==> config.mk <==
export PLATFORM = sky130hd
export DESIGN_NAME = dmaseq_top
export DESIGN_NICKNAME = d
export VERILOG_FILES = /design/src/rtl/dmaseq_pkg.sv /design/src/rtl/dmaseq_top.sv
export SDC_FILE = /design/constraint.sdc
export NUM_CORES = 2
export LEC_CHECK = 0
export BUFFER_PORTS_ARGS = -buffer_cell sky130_fd_sc_hd__buf_2
export CAP_MARGIN = 40
export CORE_UTILIZATION = 70
export CTS_BUF_LIST = sky130_fd_sc_hd__clkbuf_2
export CTS_CLUSTER_DIAMETER = 50
export DETAILED_ROUTE_END_ITERATION = 12
export GPL_ROUTABILITY_DRIVEN = 0
export PLACE_DENSITY = 0.95
export SLEW_MARGIN = 20
export SYNTH_ARGS = -nofsm -noshare
export SYNTH_HDL_FRONTEND = slang
export SYNTH_SLANG_ARGS = --single-unit
export TNS_END_PERCENT = 20
==> constraint.sdc <==
create_clock -name mclk -period 11.4 [get_ports mclk]
set_clock_uncertainty 0.05 [all_clocks]
set_input_delay 2.28 -clock mclk [delete_from_list [all_inputs] [get_ports mclk]]
set_output_delay 2.28 -clock mclk [all_outputs]
set_load 0.02 [all_outputs]
==> src/rtl/dmaseq_pkg.sv <==
// Behaviour
// Channel runs single, block, demand or cascade.
// Only memory to I/O, never memory-memory.
// Each transfer decrements count and steps address.
// Terminal count on count rollover or end_of_process.
// Terminal count triggers autoinitialize when programmed.
// Terminal count with chaining switches to next buffer.
// Requester holds dma_request until acknowledge active.
// Single mode releases bus, re-requests, transfers again.
// Block mode keeps bus until terminal count.
// Block requester may drop request after acknowledge.
// Demand runs until count, end_of_process or request drop.
// Demand pause keeps current address and count.
// Cascade acknowledges but disables address, status outputs.
// Cascaded requests pass through local priority network.
// Channel four reserved for cascade only.
// Cascade bus master drives address and commands itself.
// Autoinitialize reloads current from base, mask clear.
// Chain not complete at count: mask, status, stop.
// Masked channel ignores request; per-channel mode settings.
package dmaseq_pkg;

   // ----------------------------------------------------------
   // Widths and register map
   // ----------------------------------------------------------
   localparam int ADDR_W = 32;
   localparam int CNT_W = 24;
   localparam int APB_AW = 12;
   localparam int CH_LSB = 5;
   localparam logic [4:0] OFF_MODE = 5'h00;
   localparam logic [4:0] OFF_BASE_ADDR = 5'h04;
   localparam logic [4:0] OFF_BASE_CNT = 5'h08;
   localparam logic [4:0] OFF_CUR_ADDR = 5'h0c;
   localparam logic [4:0] OFF_CUR_CNT = 5'h10;
   localparam logic [APB_AW-1:0] OFF_IRQ_STAT = 12'h100;
   localparam logic [APB_AW-1:0] OFF_IRQ_MASK = 12'h104;
   localparam logic [APB_AW-1:0] OFF_CH_STATUS = 12'h108;

   // ----------------------------------------------------------
   // Modes, configuration and states
   // ----------------------------------------------------------
   localparam logic [1:0] MODE_DEMAND = 2'h0;
   localparam logic [1:0] MODE_SINGLE = 2'h1;
   localparam logic [1:0] MODE_BLOCK = 2'h2;
   localparam logic [1:0] MODE_CASCADE = 2'h3;
   localparam logic [3:0] CYC_STATUS_XFER = 4'h4;
   localparam logic [3:0] CYC_STATUS_IDLE = 4'h0;

   typedef struct packed {
      logic toMem;
      logic mask;
      logic chainDone;
      logic chainEn;
      logic autoInit;
      logic dirDec;
      logic [1:0] mode;
   } dmaseq_cfg_t;

   localparam dmaseq_cfg_t CFG_RESET = 8'h40;
   localparam dmaseq_cfg_t CFG_RESET_CASC = 8'h43;

   typedef struct packed {
      logic [ADDR_W-1:0] addr;
      logic hostWriteReadN;
      logic [3:0] cycleStatus;
   } dmaseq_bus_t;

   typedef enum logic [1:0] {ST_IDLE, ST_HOLD, ST_XFER, ST_CASC} dmaseq_state_t;

endpackage

==> src/rtl/dmaseq_top.sv <==
`timescale 1ns/10ps
module dmaseq_top import dmaseq_pkg::*; #(
   parameter int NCH = 8,
   parameter int CASC_CH = 4,
   parameter int XFER_CYCLES = 2
) (
   input wire logic mclk,
   input wire logic rstn,
   input wire logic psel,
   input wire logic penable,
   input wire logic pwrite,
   input wire logic [APB_AW-1:0] paddr,
   input wire logic [31:0] pwdata,
   output logic [31:0] prdata,
   output logic pready,
   output logic pslverr,
   output logic irq,
   input wire logic [NCH-1:0] dmaRequest,
   input wire logic endOfProcess,
   output logic [NCH-1:0] dmaAcknowledgeN,
   output logic busRequest,
   input wire logic busGrant,
   output dmaseq_bus_t busOut,
   output logic busOeN,
   output logic terminalCount
);

   localparam int CHW = $clog2(NCH);
   localparam int XCW = $clog2(XFER_CYCLES + 1);

   // ----------------------------------------------------------
   // Pin synchronisers
   // ----------------------------------------------------------
   logic [NCH-1:0] dreqS1_r, dreqS2_r;
   logic eopS1_r, eopS2_r;

   // Two flops on the request and end-of-process inputs, busGrant used directly
   always_ff @(posedge mclk) begin
      if (!rstn) begin
         dreqS1_r <= '0;
         dreqS2_r <= '0;
         eopS1_r <= 1'b0;
         eopS2_r <= 1'b0;
      end else begin
         dreqS1_r <= dmaRequest;
         dreqS2_r <= dreqS1_r;
         eopS1_r <= endOfProcess;
         eopS2_r <= eopS1_r;
      end
   end

   // ----------------------------------------------------------
   // APB decode
   // ----------------------------------------------------------
   logic [CHW-1:0] chIdx;
   logic [4:0] regOff;
   logic chanHit, offOk, mapped, wrAcc;
   assign chIdx = paddr[CH_LSB +: CHW];
   assign regOff = paddr[4:0];
   assign offOk = regOff == OFF_MODE || regOff == OFF_BASE_ADDR || regOff == OFF_BASE_CNT
                  || regOff == OFF_CUR_ADDR || regOff == OFF_CUR_CNT;
   assign chanHit = paddr[APB_AW-1:CH_LSB+CHW] == '0 && offOk;
   assign mapped = chanHit || paddr == OFF_IRQ_STAT || paddr == OFF_IRQ_MASK || paddr == OFF_CH_STATUS;
   assign wrAcc = psel && penable && pwrite && mapped;
   // Zero-wait slave, error on unmapped address
   assign pready = 1'b1;
   assign pslverr = psel && penable && !mapped;

   // ----------------------------------------------------------
   // Channel state arrays
   // ----------------------------------------------------------
   wire dmaseq_cfg_t cfgArr [NCH];
   wire [ADDR_W-1:0] baseAddrArr [NCH];
   wire [CNT_W-1:0] baseCntArr [NCH];
   wire [ADDR_W-1:0] curAddrArr [NCH];
   wire [CNT_W-1:0] curCntArr [NCH];
   logic [NCH-1:0] maskVec, elig, tcEvt, swapEvt;
   logic [2*NCH-1:0] stat_r, irqMask_r;

   dmaseq_state_t state_r, state_nxt;
   logic [CHW-1:0] act_r, pick;
   logic [XCW-1:0] cyc_r;
   logic xferLast, actTc;
   dmaseq_cfg_t actCfg;
   logic [CNT_W-1:0] actCnt;
   assign actCfg = cfgArr[act_r];
   assign actCnt = curCntArr[act_r];
   assign xferLast = state_r == ST_XFER && cyc_r == XCW'(XFER_CYCLES - 1);
   // rollover or end input
   assign actTc = xferLast && (actCnt == '0 || eopS2_r);

   // masked channels ignored
   assign elig = dreqS2_r & ~maskVec;

   // ----------------------------------------------------------
   // Per-channel registers
   // ----------------------------------------------------------
   for (genvar i = 0; i < NCH; i++) begin : g_ch
      dmaseq_cfg_t cfg_r;
      logic [ADDR_W-1:0] baseAddr_r, curAddr_r;
      logic [CNT_W-1:0] baseCnt_r, curCnt_r;
      logic hit, tc, swap, fail, reload, stop, wrMode, wrBAddr, wrBCnt;
      dmaseq_cfg_t wcfg;
      assign wcfg = pwdata[7:0];
      assign hit = xferLast && act_r == CHW'(i);
      assign tc = hit && actTc;
      // next buffer when programmed
      assign swap = tc && cfg_r.chainEn && cfg_r.chainDone;
      assign fail = tc && cfg_r.chainEn && !cfg_r.chainDone;
      // autoinitialize on terminal count
      assign reload = tc && !cfg_r.chainEn && cfg_r.autoInit;
      assign stop = fail || (tc && !cfg_r.chainEn && !cfg_r.autoInit);
      assign wrMode = wrAcc && chanHit && chIdx == CHW'(i) && regOff == OFF_MODE;
      assign wrBAddr = wrAcc && chanHit && chIdx == CHW'(i) && regOff == OFF_BASE_ADDR;
      assign wrBCnt = wrAcc && chanHit && chIdx == CHW'(i) && regOff == OFF_BASE_CNT;

      // Mode configuration, hardware sets win
      always_ff @(posedge mclk) begin
         if (!rstn) begin
            cfg_r <= (i == CASC_CH) ? CFG_RESET_CASC : CFG_RESET;
         end else begin
            if (wrMode) begin
               cfg_r <= wcfg;
            end
            if (swap && !(wrMode && wcfg.chainDone)) begin
               cfg_r.chainDone <= 1'b0;
            end
            // unfinished chain stops
            if (stop) begin
               cfg_r.mask <= 1'b1;
            end
            // channel four fixed cascade
            if (i == CASC_CH) begin
               cfg_r.mode <= MODE_CASCADE;
            end
         end
      end

      // Base copies written by software only
      always_ff @(posedge mclk) begin
         if (!rstn) begin
            baseAddr_r <= '0;
            baseCnt_r <= '0;
         end else begin
            if (wrBAddr) begin
               baseAddr_r <= pwdata[ADDR_W-1:0];
            end
            if (wrBCnt) begin
               baseCnt_r <= pwdata[CNT_W-1:0];
            end
         end
      end

      // current values held between services
      always_ff @(posedge mclk) begin
         if (!rstn) begin
            curAddr_r <= '0;
            curCnt_r <= '0;
         end else if (reload || swap) begin
            // reload from base copies
            curAddr_r <= baseAddr_r;
            curCnt_r <= baseCnt_r;
         end else if (hit) begin
            // step after transfer
            curCnt_r <= curCnt_r - 1'b1;
            curAddr_r <= cfg_r.dirDec ? curAddr_r - 1'b1 : curAddr_r + 1'b1;
         end else begin
            if (wrBAddr && !cfg_r.chainEn) begin
               curAddr_r <= pwdata[ADDR_W-1:0];
            end
            if (wrBCnt && !cfg_r.chainEn) begin
               curCnt_r <= pwdata[CNT_W-1:0];
            end
         end
      end

      assign cfgArr[i] = cfg_r;
      assign baseAddrArr[i] = baseAddr_r;
      assign baseCntArr[i] = baseCnt_r;
      assign curAddrArr[i] = curAddr_r;
      assign curCntArr[i] = curCnt_r;
      assign maskVec[i] = cfg_r.mask;
      assign tcEvt[i] = tc;
      assign swapEvt[i] = swap;

   end

   // ----------------------------------------------------------
   // Sequencer
   // ----------------------------------------------------------
   // lowest index wins
   always_comb begin
      pick = '0;
      for (int i = NCH - 1; i >= 0; i--) begin
         if (elig[i]) begin
            pick = CHW'(i);
         end
      end
   end

   // next state by mode, block holds bus
   always_comb begin
      state_nxt = state_r;
      unique case (state_r)
         ST_IDLE: begin
            if (|elig) begin
               state_nxt = ST_HOLD;
            end
         end
         ST_HOLD: begin
            // request lost before acknowledge
            if (!dreqS2_r[act_r]) begin
               state_nxt = ST_IDLE;
            end else if (busGrant) begin
               // cascade or transfer modes
               state_nxt = actCfg.mode == MODE_CASCADE ? ST_CASC : ST_XFER;
            end
         end
         ST_XFER: begin
            if (xferLast) begin
               if (actTc || actCfg.mode == MODE_SINGLE) begin
                  // single releases bus
                  state_nxt = ST_IDLE;
               end else if (actCfg.mode == MODE_DEMAND && !dreqS2_r[act_r]) begin
                  // demand pauses on drop
                  state_nxt = ST_IDLE;
               end
            end
         end
         ST_CASC: begin
            if (!dreqS2_r[act_r]) begin
               state_nxt = ST_IDLE;
            end
         end
      endcase
   end

   // State, active channel and cycle counter
   always_ff @(posedge mclk) begin
      if (!rstn) begin
         state_r <= ST_IDLE;
         act_r <= '0;
         cyc_r <= '0;
      end else begin
         state_r <= state_nxt;
         if (state_r == ST_IDLE) begin
            act_r <= pick;
         end
         cyc_r <= (state_r != ST_XFER || xferLast) ? '0 : cyc_r + 1'b1;
      end
   end

   // Terminal count pulse
   always_ff @(posedge mclk) begin
      if (!rstn) begin
         terminalCount <= 1'b0;
      end else begin
         terminalCount <= actTc;
      end
   end

   // ----------------------------------------------------------
   // Bus side outputs
   // ----------------------------------------------------------
   // cascade acknowledges only
   always_comb begin
      dmaAcknowledgeN = '1;
      if (state_r == ST_XFER || state_r == ST_CASC) begin
         dmaAcknowledgeN[act_r] = 1'b0;
      end
   end
   assign busRequest = state_r != ST_IDLE;
   assign busOeN = state_r != ST_XFER;
   // direction bit only memory-I/O
   assign busOut.hostWriteReadN = actCfg.toMem;
   assign busOut.addr = curAddrArr[act_r];
   assign busOut.cycleStatus = state_r == ST_XFER ? CYC_STATUS_XFER : CYC_STATUS_IDLE;

   // ----------------------------------------------------------
   // Interrupt status and mask
   // ----------------------------------------------------------
   // Sticky events, set wins over write-one clear
   always_ff @(posedge mclk) begin
      if (!rstn) begin
         stat_r <= '0;
      end else begin
         stat_r <= (stat_r & ~((wrAcc && paddr == OFF_IRQ_STAT) ? pwdata[2*NCH-1:0] : '0))
                   | {swapEvt, tcEvt};
      end
   end

   // Interrupt mask register
   always_ff @(posedge mclk) begin
      if (!rstn) begin
         irqMask_r <= '0;
      end else if (wrAcc && paddr == OFF_IRQ_MASK) begin
         irqMask_r <= pwdata[2*NCH-1:0];
      end
   end
   assign irq = |(stat_r & irqMask_r);

   // ----------------------------------------------------------
   // Read data, captured in setup phase
   // ----------------------------------------------------------
   logic [31:0] rdMux;
   always_comb begin
      rdMux = '0;
      if (chanHit) begin
         unique case (regOff)
            OFF_MODE: rdMux = {24'h000000, cfgArr[chIdx]};
            OFF_BASE_ADDR: rdMux = baseAddrArr[chIdx];
            OFF_BASE_CNT: rdMux = {8'h00, baseCntArr[chIdx]};
            OFF_CUR_ADDR: rdMux = curAddrArr[chIdx];
            default: rdMux = {8'h00, curCntArr[chIdx]};
         endcase
      end else if (paddr == OFF_IRQ_STAT) begin
         rdMux[2*NCH-1:0] = stat_r;
      end else if (paddr == OFF_IRQ_MASK) begin
         rdMux[2*NCH-1:0] = irqMask_r;
      end else if (paddr == OFF_CH_STATUS) begin
         rdMux[2*NCH-1:0] = {dreqS2_r, maskVec};
      end
   end

   always_ff @(posedge mclk) begin
      if (!rstn) begin
         prdata <= '0;
      end else if (psel && !penable) begin
         prdata <= rdMux;
      end
   end
endmodule

==> metrics.md, run 1 <==
| Metric | Value |
|---|---|
| Die X | `318 µm` |
| Post-Synth Simple-Gate Area | `0.195` |
| GRT overflow | `4` |
| Count leader, synth | `nand2_1` |
| Initial Util | `0.708` |
| Num rows | `115` |
| Mean Syn Cell Area | `7.98 µm²` |
| Synth area leader | `dfxtp_1` |
| EDFF count, synth | `0` |
| Sequential area share after synthesis | `0.301` |
| Multiplexer area fraction after synthesis | `0.136` |
| Outcome | `aborted with a tool error` |
| Clk sink count | `1048` |
| Largest net degree at the start of global routing | `236` |
| Post-synth top cells | `nand2_1, dfxtp_1, a21oi_1` |
| CTS buffer count | `291` |
| IO Pins | `142` |
| CTS Hold Bufs | `0` |
| Netlist Area Pre-Place | `69800 µm²` |
| Total GRT Usage | `0.669` |
| Synth Area in Compound Gates | `0.232` |
| Post-Synth Adder-Cell Area | `0.0469` |
| Share of flip-flops with an asynchronous set or reset | `0` |
| Error | `[ERROR GRT-0232] Routing congestion too high. Check the congestion heatmap in the GUI.` |
| Count of input and output buffers | `137` |
| Post-synth cell types | `88` |
| Mapped Cells | `8745` |
| H-tree levels | `5` |
| XOR/XNOR Fraction of Synth Area | `0.0424` |
| Post_cts resized | `0` |
| Post-synth top flop | `dfxtp_1` |
| Die height | `318 µm` |
| Largest cells by area after synthesis | `dfxtp_1, mux4_2, nand2_1` |
| Synth warn | `0` |
| Largest family of logic cells by synthesized area | `compound AO/OA/AOI/OAI gates` |
| FF+latch count, synth | `1048` |
| Post-DP HPWL | `215 mm` |
| CTS Root Cell | `clkbuf_2` |
| Yosys top cell area share | `0.301` |
| Stopped at | `5_1_grt` |
| Postcts setup bufs | `0` |
| Max Root-Sink Buffers | `4` |
## per-stage QoR
stage	instance area (µm²)	cells	worst slack, ns	util
floorplan	69800	8747	5.14	-
global placement	70800	9608	4.08	0.718
detailed placement	71200	9629	4.57	0.722
CTS	73500	10100	4.65	0.746
## layer usage
metal  overflow  global-route usage
met3          1               0.568
met4          1               0.613
met1          0               0.687
met5          0               0.374
met2          2               0.782
## logic make-up after synthesis
kind of cell / Yosys count
AOI/OAI and AO/OA: 2519
xor gates and xnor gates: 338
adders and majority gates: 257
buffers and inverters: 822
DFF: 1048
muxes: 558
other: 2
and+or+nand+nor: 3201
==> run 2, diff against run 1 <==
- CORE_UTILIZATION: 70 -> 40
- CTS_BUF_LIST: sky130_fd_sc_hd__clkbuf_2 -> default
- CTS_CLUSTER_DIAMETER: 50 -> default
- PLACE_DENSITY: 0.95 -> default
- PLACE_DENSITY_LB_ADDON: default -> 0.15
==> run 2 against run 1 <==
The run now ends clean. Synthesized cell count is the same. Synthesized area is the same.
==> metrics.md, run 2 <==
| Metric | Value |
|---|---|
| Setup TNS Final | `0 ns` |
| Initial antenna violation count | `25` |
| H-tree levels | `4` |
| Clk sink count | `1048` |
| Post-DP HPWL | `243 mm` |
| Crit path DAT | `4.39 ns` |
| Share of flip-flops with an asynchronous set or reset | `0` |
| CTS tree | `yes` |
| CTS Root Cell | `clkbuf_16` |
| Clk slew on worst S/H paths | `0.05 ns` |
| Total GRT Usage | `0.374` |
| Die X | `420 µm` |
| Final nets | `8833` |
| Die area | `176000 µm²` |
| Mean Syn Cell Area | `7.98 µm²` |
| Part of the power in the clock network | `0.509` |
| RSZ-0062 raised after global routing | `no` |
| Largest cells by area after synthesis | `dfxtp_1, mux4_2, nand2_1` |
| Max Clk Rate | `149 MHz` |
| Vias in the first global route | `64700` |
| Mapped Cells | `8745` |
| Post-route ant nets | `0` |
| Critical path class | `input port to primary output` |
| Net Sw Frac | `0.262` |
| FF+latch count, synth | `1048` |
| Largest net degree at the start of global routing | `156` |
| Fin crit share | `0.589` |
| Most frequent cells in the layout | `nand2_1, dfxtp_1, a21oi_1, nor2_1, mux4_2` |
| CTS buffer count | `131` |
| Critical Path Fanout Max | `61` |
| IO Pins | `142` |
| Fin crit period | `6.72 ns` |
| Synth warn | `0` |
| Largest regs | `g_ch.baseAddr_r (256), g_ch.curAddr_r (256)` |
| Max Root-Sink Buffers | `3` |
| Count of input and output buffers | `137` |
| Num rows | `152` |
| Slew Limit Headroom | `0.354` |
| Clk Latency, worst-skew pair | `0.82 ns` |
| Yosys top cell area share | `0.301` |
| Final wirelength | `338 mm` |
| Worst slew pin tran | `0.960 ns` |
| DRC violations left | `0` |
| Synth area leader | `dfxtp_1` |
| Final Hold Fails | `0` |
| First-pass GRT wire length | `480 mm` |
| Post-synth cell types | `88` |
| Initial Util | `0.404` |
| Post-synth top cells | `nand2_1, dfxtp_1, a21oi_1` |
| Count leader, synth | `nand2_1` |
| CORE AREA | `172000 µm²` |
| Vias | `71900` |
| Post-synth top flop | `dfxtp_1` |
| EDFF count, synth | `0` |
| Outcome | `completed` |
| Required time of the critical path | `9.07 ns` |
| Postcts setup bufs | `0` |
| Area Overhead vs Synth | `11.4%` |
| GRT overflow | `0` |
| Final setup fails | `0` |
| Critical Path Max Stage Delay | `0.42 ns` |
| Max-Cap Viols | `0` |
| Fillers | `17000` |
| Comb power frac | `0.057` |
| CP most frequent cell | `nor2_1` |
| Fin Hold WS | `0.382 ns` |
| Slowest CP cell | `nor4_1` |
| Sequential area share after synthesis | `0.301` |
| Crit end category | `primary output` |
| Iteration-0 DRC Markers | `10800` |
| Die height | `420 µm` |
| Commonest non-fill, non-tap cell in the layout | `nand2_1` |
| Cell internal pwr | `6.26 mW` |
| Vias per cell | `6.58` |
| Power density over the cells | `109 nW/µm²` |
| Register area | `21000 µm²` |
| Area of the multi-input gates | `46000 µm²` |
| Netlist Area Pre-Place | `69800 µm²` |
| CTS Hold Bufs | `0` |
| Share of layout cells above drive strength 1 | `0.123` |
| Post_cts resized | `0` |
| Psw | `2.22 mW` |
| Crit path launch type | `input port` |
| Leakage | `28.8 nW` |
| Peak VDD IR | `0.153 mV` |
| Routed length per instance | `31.0 µm` |
| Worst hold path type | `register to register` |
| CP cell instances | `buf_8 > nor2_1 > nand4b_1 > nor2_1 > buf_4 > nor4_1 > buf_2` |
| DR pass1 iterations | `7` |
| Slew Viols, Final | `0` |
| Seq pwr share | `0.433` |
[run 2: cell counts after synthesis]
Identical to the previous run, type by type.
[run 2: worst paths after layout]
path / start / end / slack (ns) / cells past startpoint
worst max register to register: act_r[0]$_SDFFE_PN0P_ / g_ch[2].curAddr_r[13]$_SDFFE_PN0P_ / 5.51 / 14
worst max-delay path: paddr[6] / pslverr / 4.68 / 7
worst min-delay path: cyc_r[0]$_SDFF_PP0_ / cyc_r[0]$_SDFF_PP0_ / 0.38 / 1
worst min register to register: cyc_r[0]$_SDFF_PP0_ / cyc_r[0]$_SDFF_PP0_ / 0.38 / 1
[run 2: final cells by class]
| class | instances | share of cell area |
|---|---|---|
| Sequential cell | 1048 | 0.270 |
| Timing Repair Buffer | 353 | 0.0396 |
| Antenna cell | 3 | 0.0000966 |
| Clock inverter | 43 | 0.00698 |
| Clock buffer | 185 | 0.0486 |
| Tap cell | 2310 | 0.0372 |
| Multi-Input combinational cell | 6877 | 0.592 |
| Inverter | 106 | 0.00521 |
[run 2: power by group through the flow]
| stage | Clock [mW] | Combinational, mW | Sequential, mW |
|---|---|---|---|
| finish | 4.32 | 0.487 | 3.67 |
| global route | 4.48 | 0.494 | 3.67 |
| CTS | 4.34 | 0.466 | 3.67 |
| detailed placement | 0 | 0.465 | 3.75 |
| global placement | 0 | 0.456 | 3.75 |
| floorplan | 0 | 0.263 | 3.76 |
[run 2: stage by stage]
step / cell area, µm² / utilization / worst slack, ns / total power [mW] / cells
after global routing: 77700 / 0.451 / 4.60 / 8.64 / 10900
after CTS: 77600 / 0.450 / 4.74 / 8.48 / 10900
after global placement: 72400 / 0.420 / 3.64 / 4.21 / 10600
final: 77700 / 0.451 / 4.68 / 8.48 / 10900
after detailed placement: 73300 / 0.425 / 4.34 / 4.22 / 10700
after floorplan: 69800 / - / 5.14 / 4.02 / 8747
[run 2: worst max-delay path: cells and delay by family]
kind          cells  cell delay [ns]
buf+inv           3             0.86
simple gates      4             1.10
[run 2: cells by family after synthesis]
logic type / Yosys count / synth area share
AO/OA/AOI/OAI: 2519 / 0.232
adder cells (fa/ha/maj): 257 / 0.0469
other: 2 / 0.000108
flip-flops: 1048 / 0.301
multiplexers: 558 / 0.136
buffers and inverters: 822 / 0.0466
XOR/XNOR: 338 / 0.0424
AND/OR/NAND/NOR: 3201 / 0.195
[run 2: metal layers]
| layer | vias to the layer above | GRT usage | share of wire |
|---|---|---|---|
| met5 | - | 0 | 0.00028 |
| met4 | 14 | 0.297 | 0.093 |
| met3 | 1043 | 0.0788 | 0.11 |
| met2 | 4698 | 0.531 | 0.41 |
| met1 | 34700 | 0.491 | 0.39 |
| li1 | 31400 | - | - |
Power figures use the tool's default switching activity.
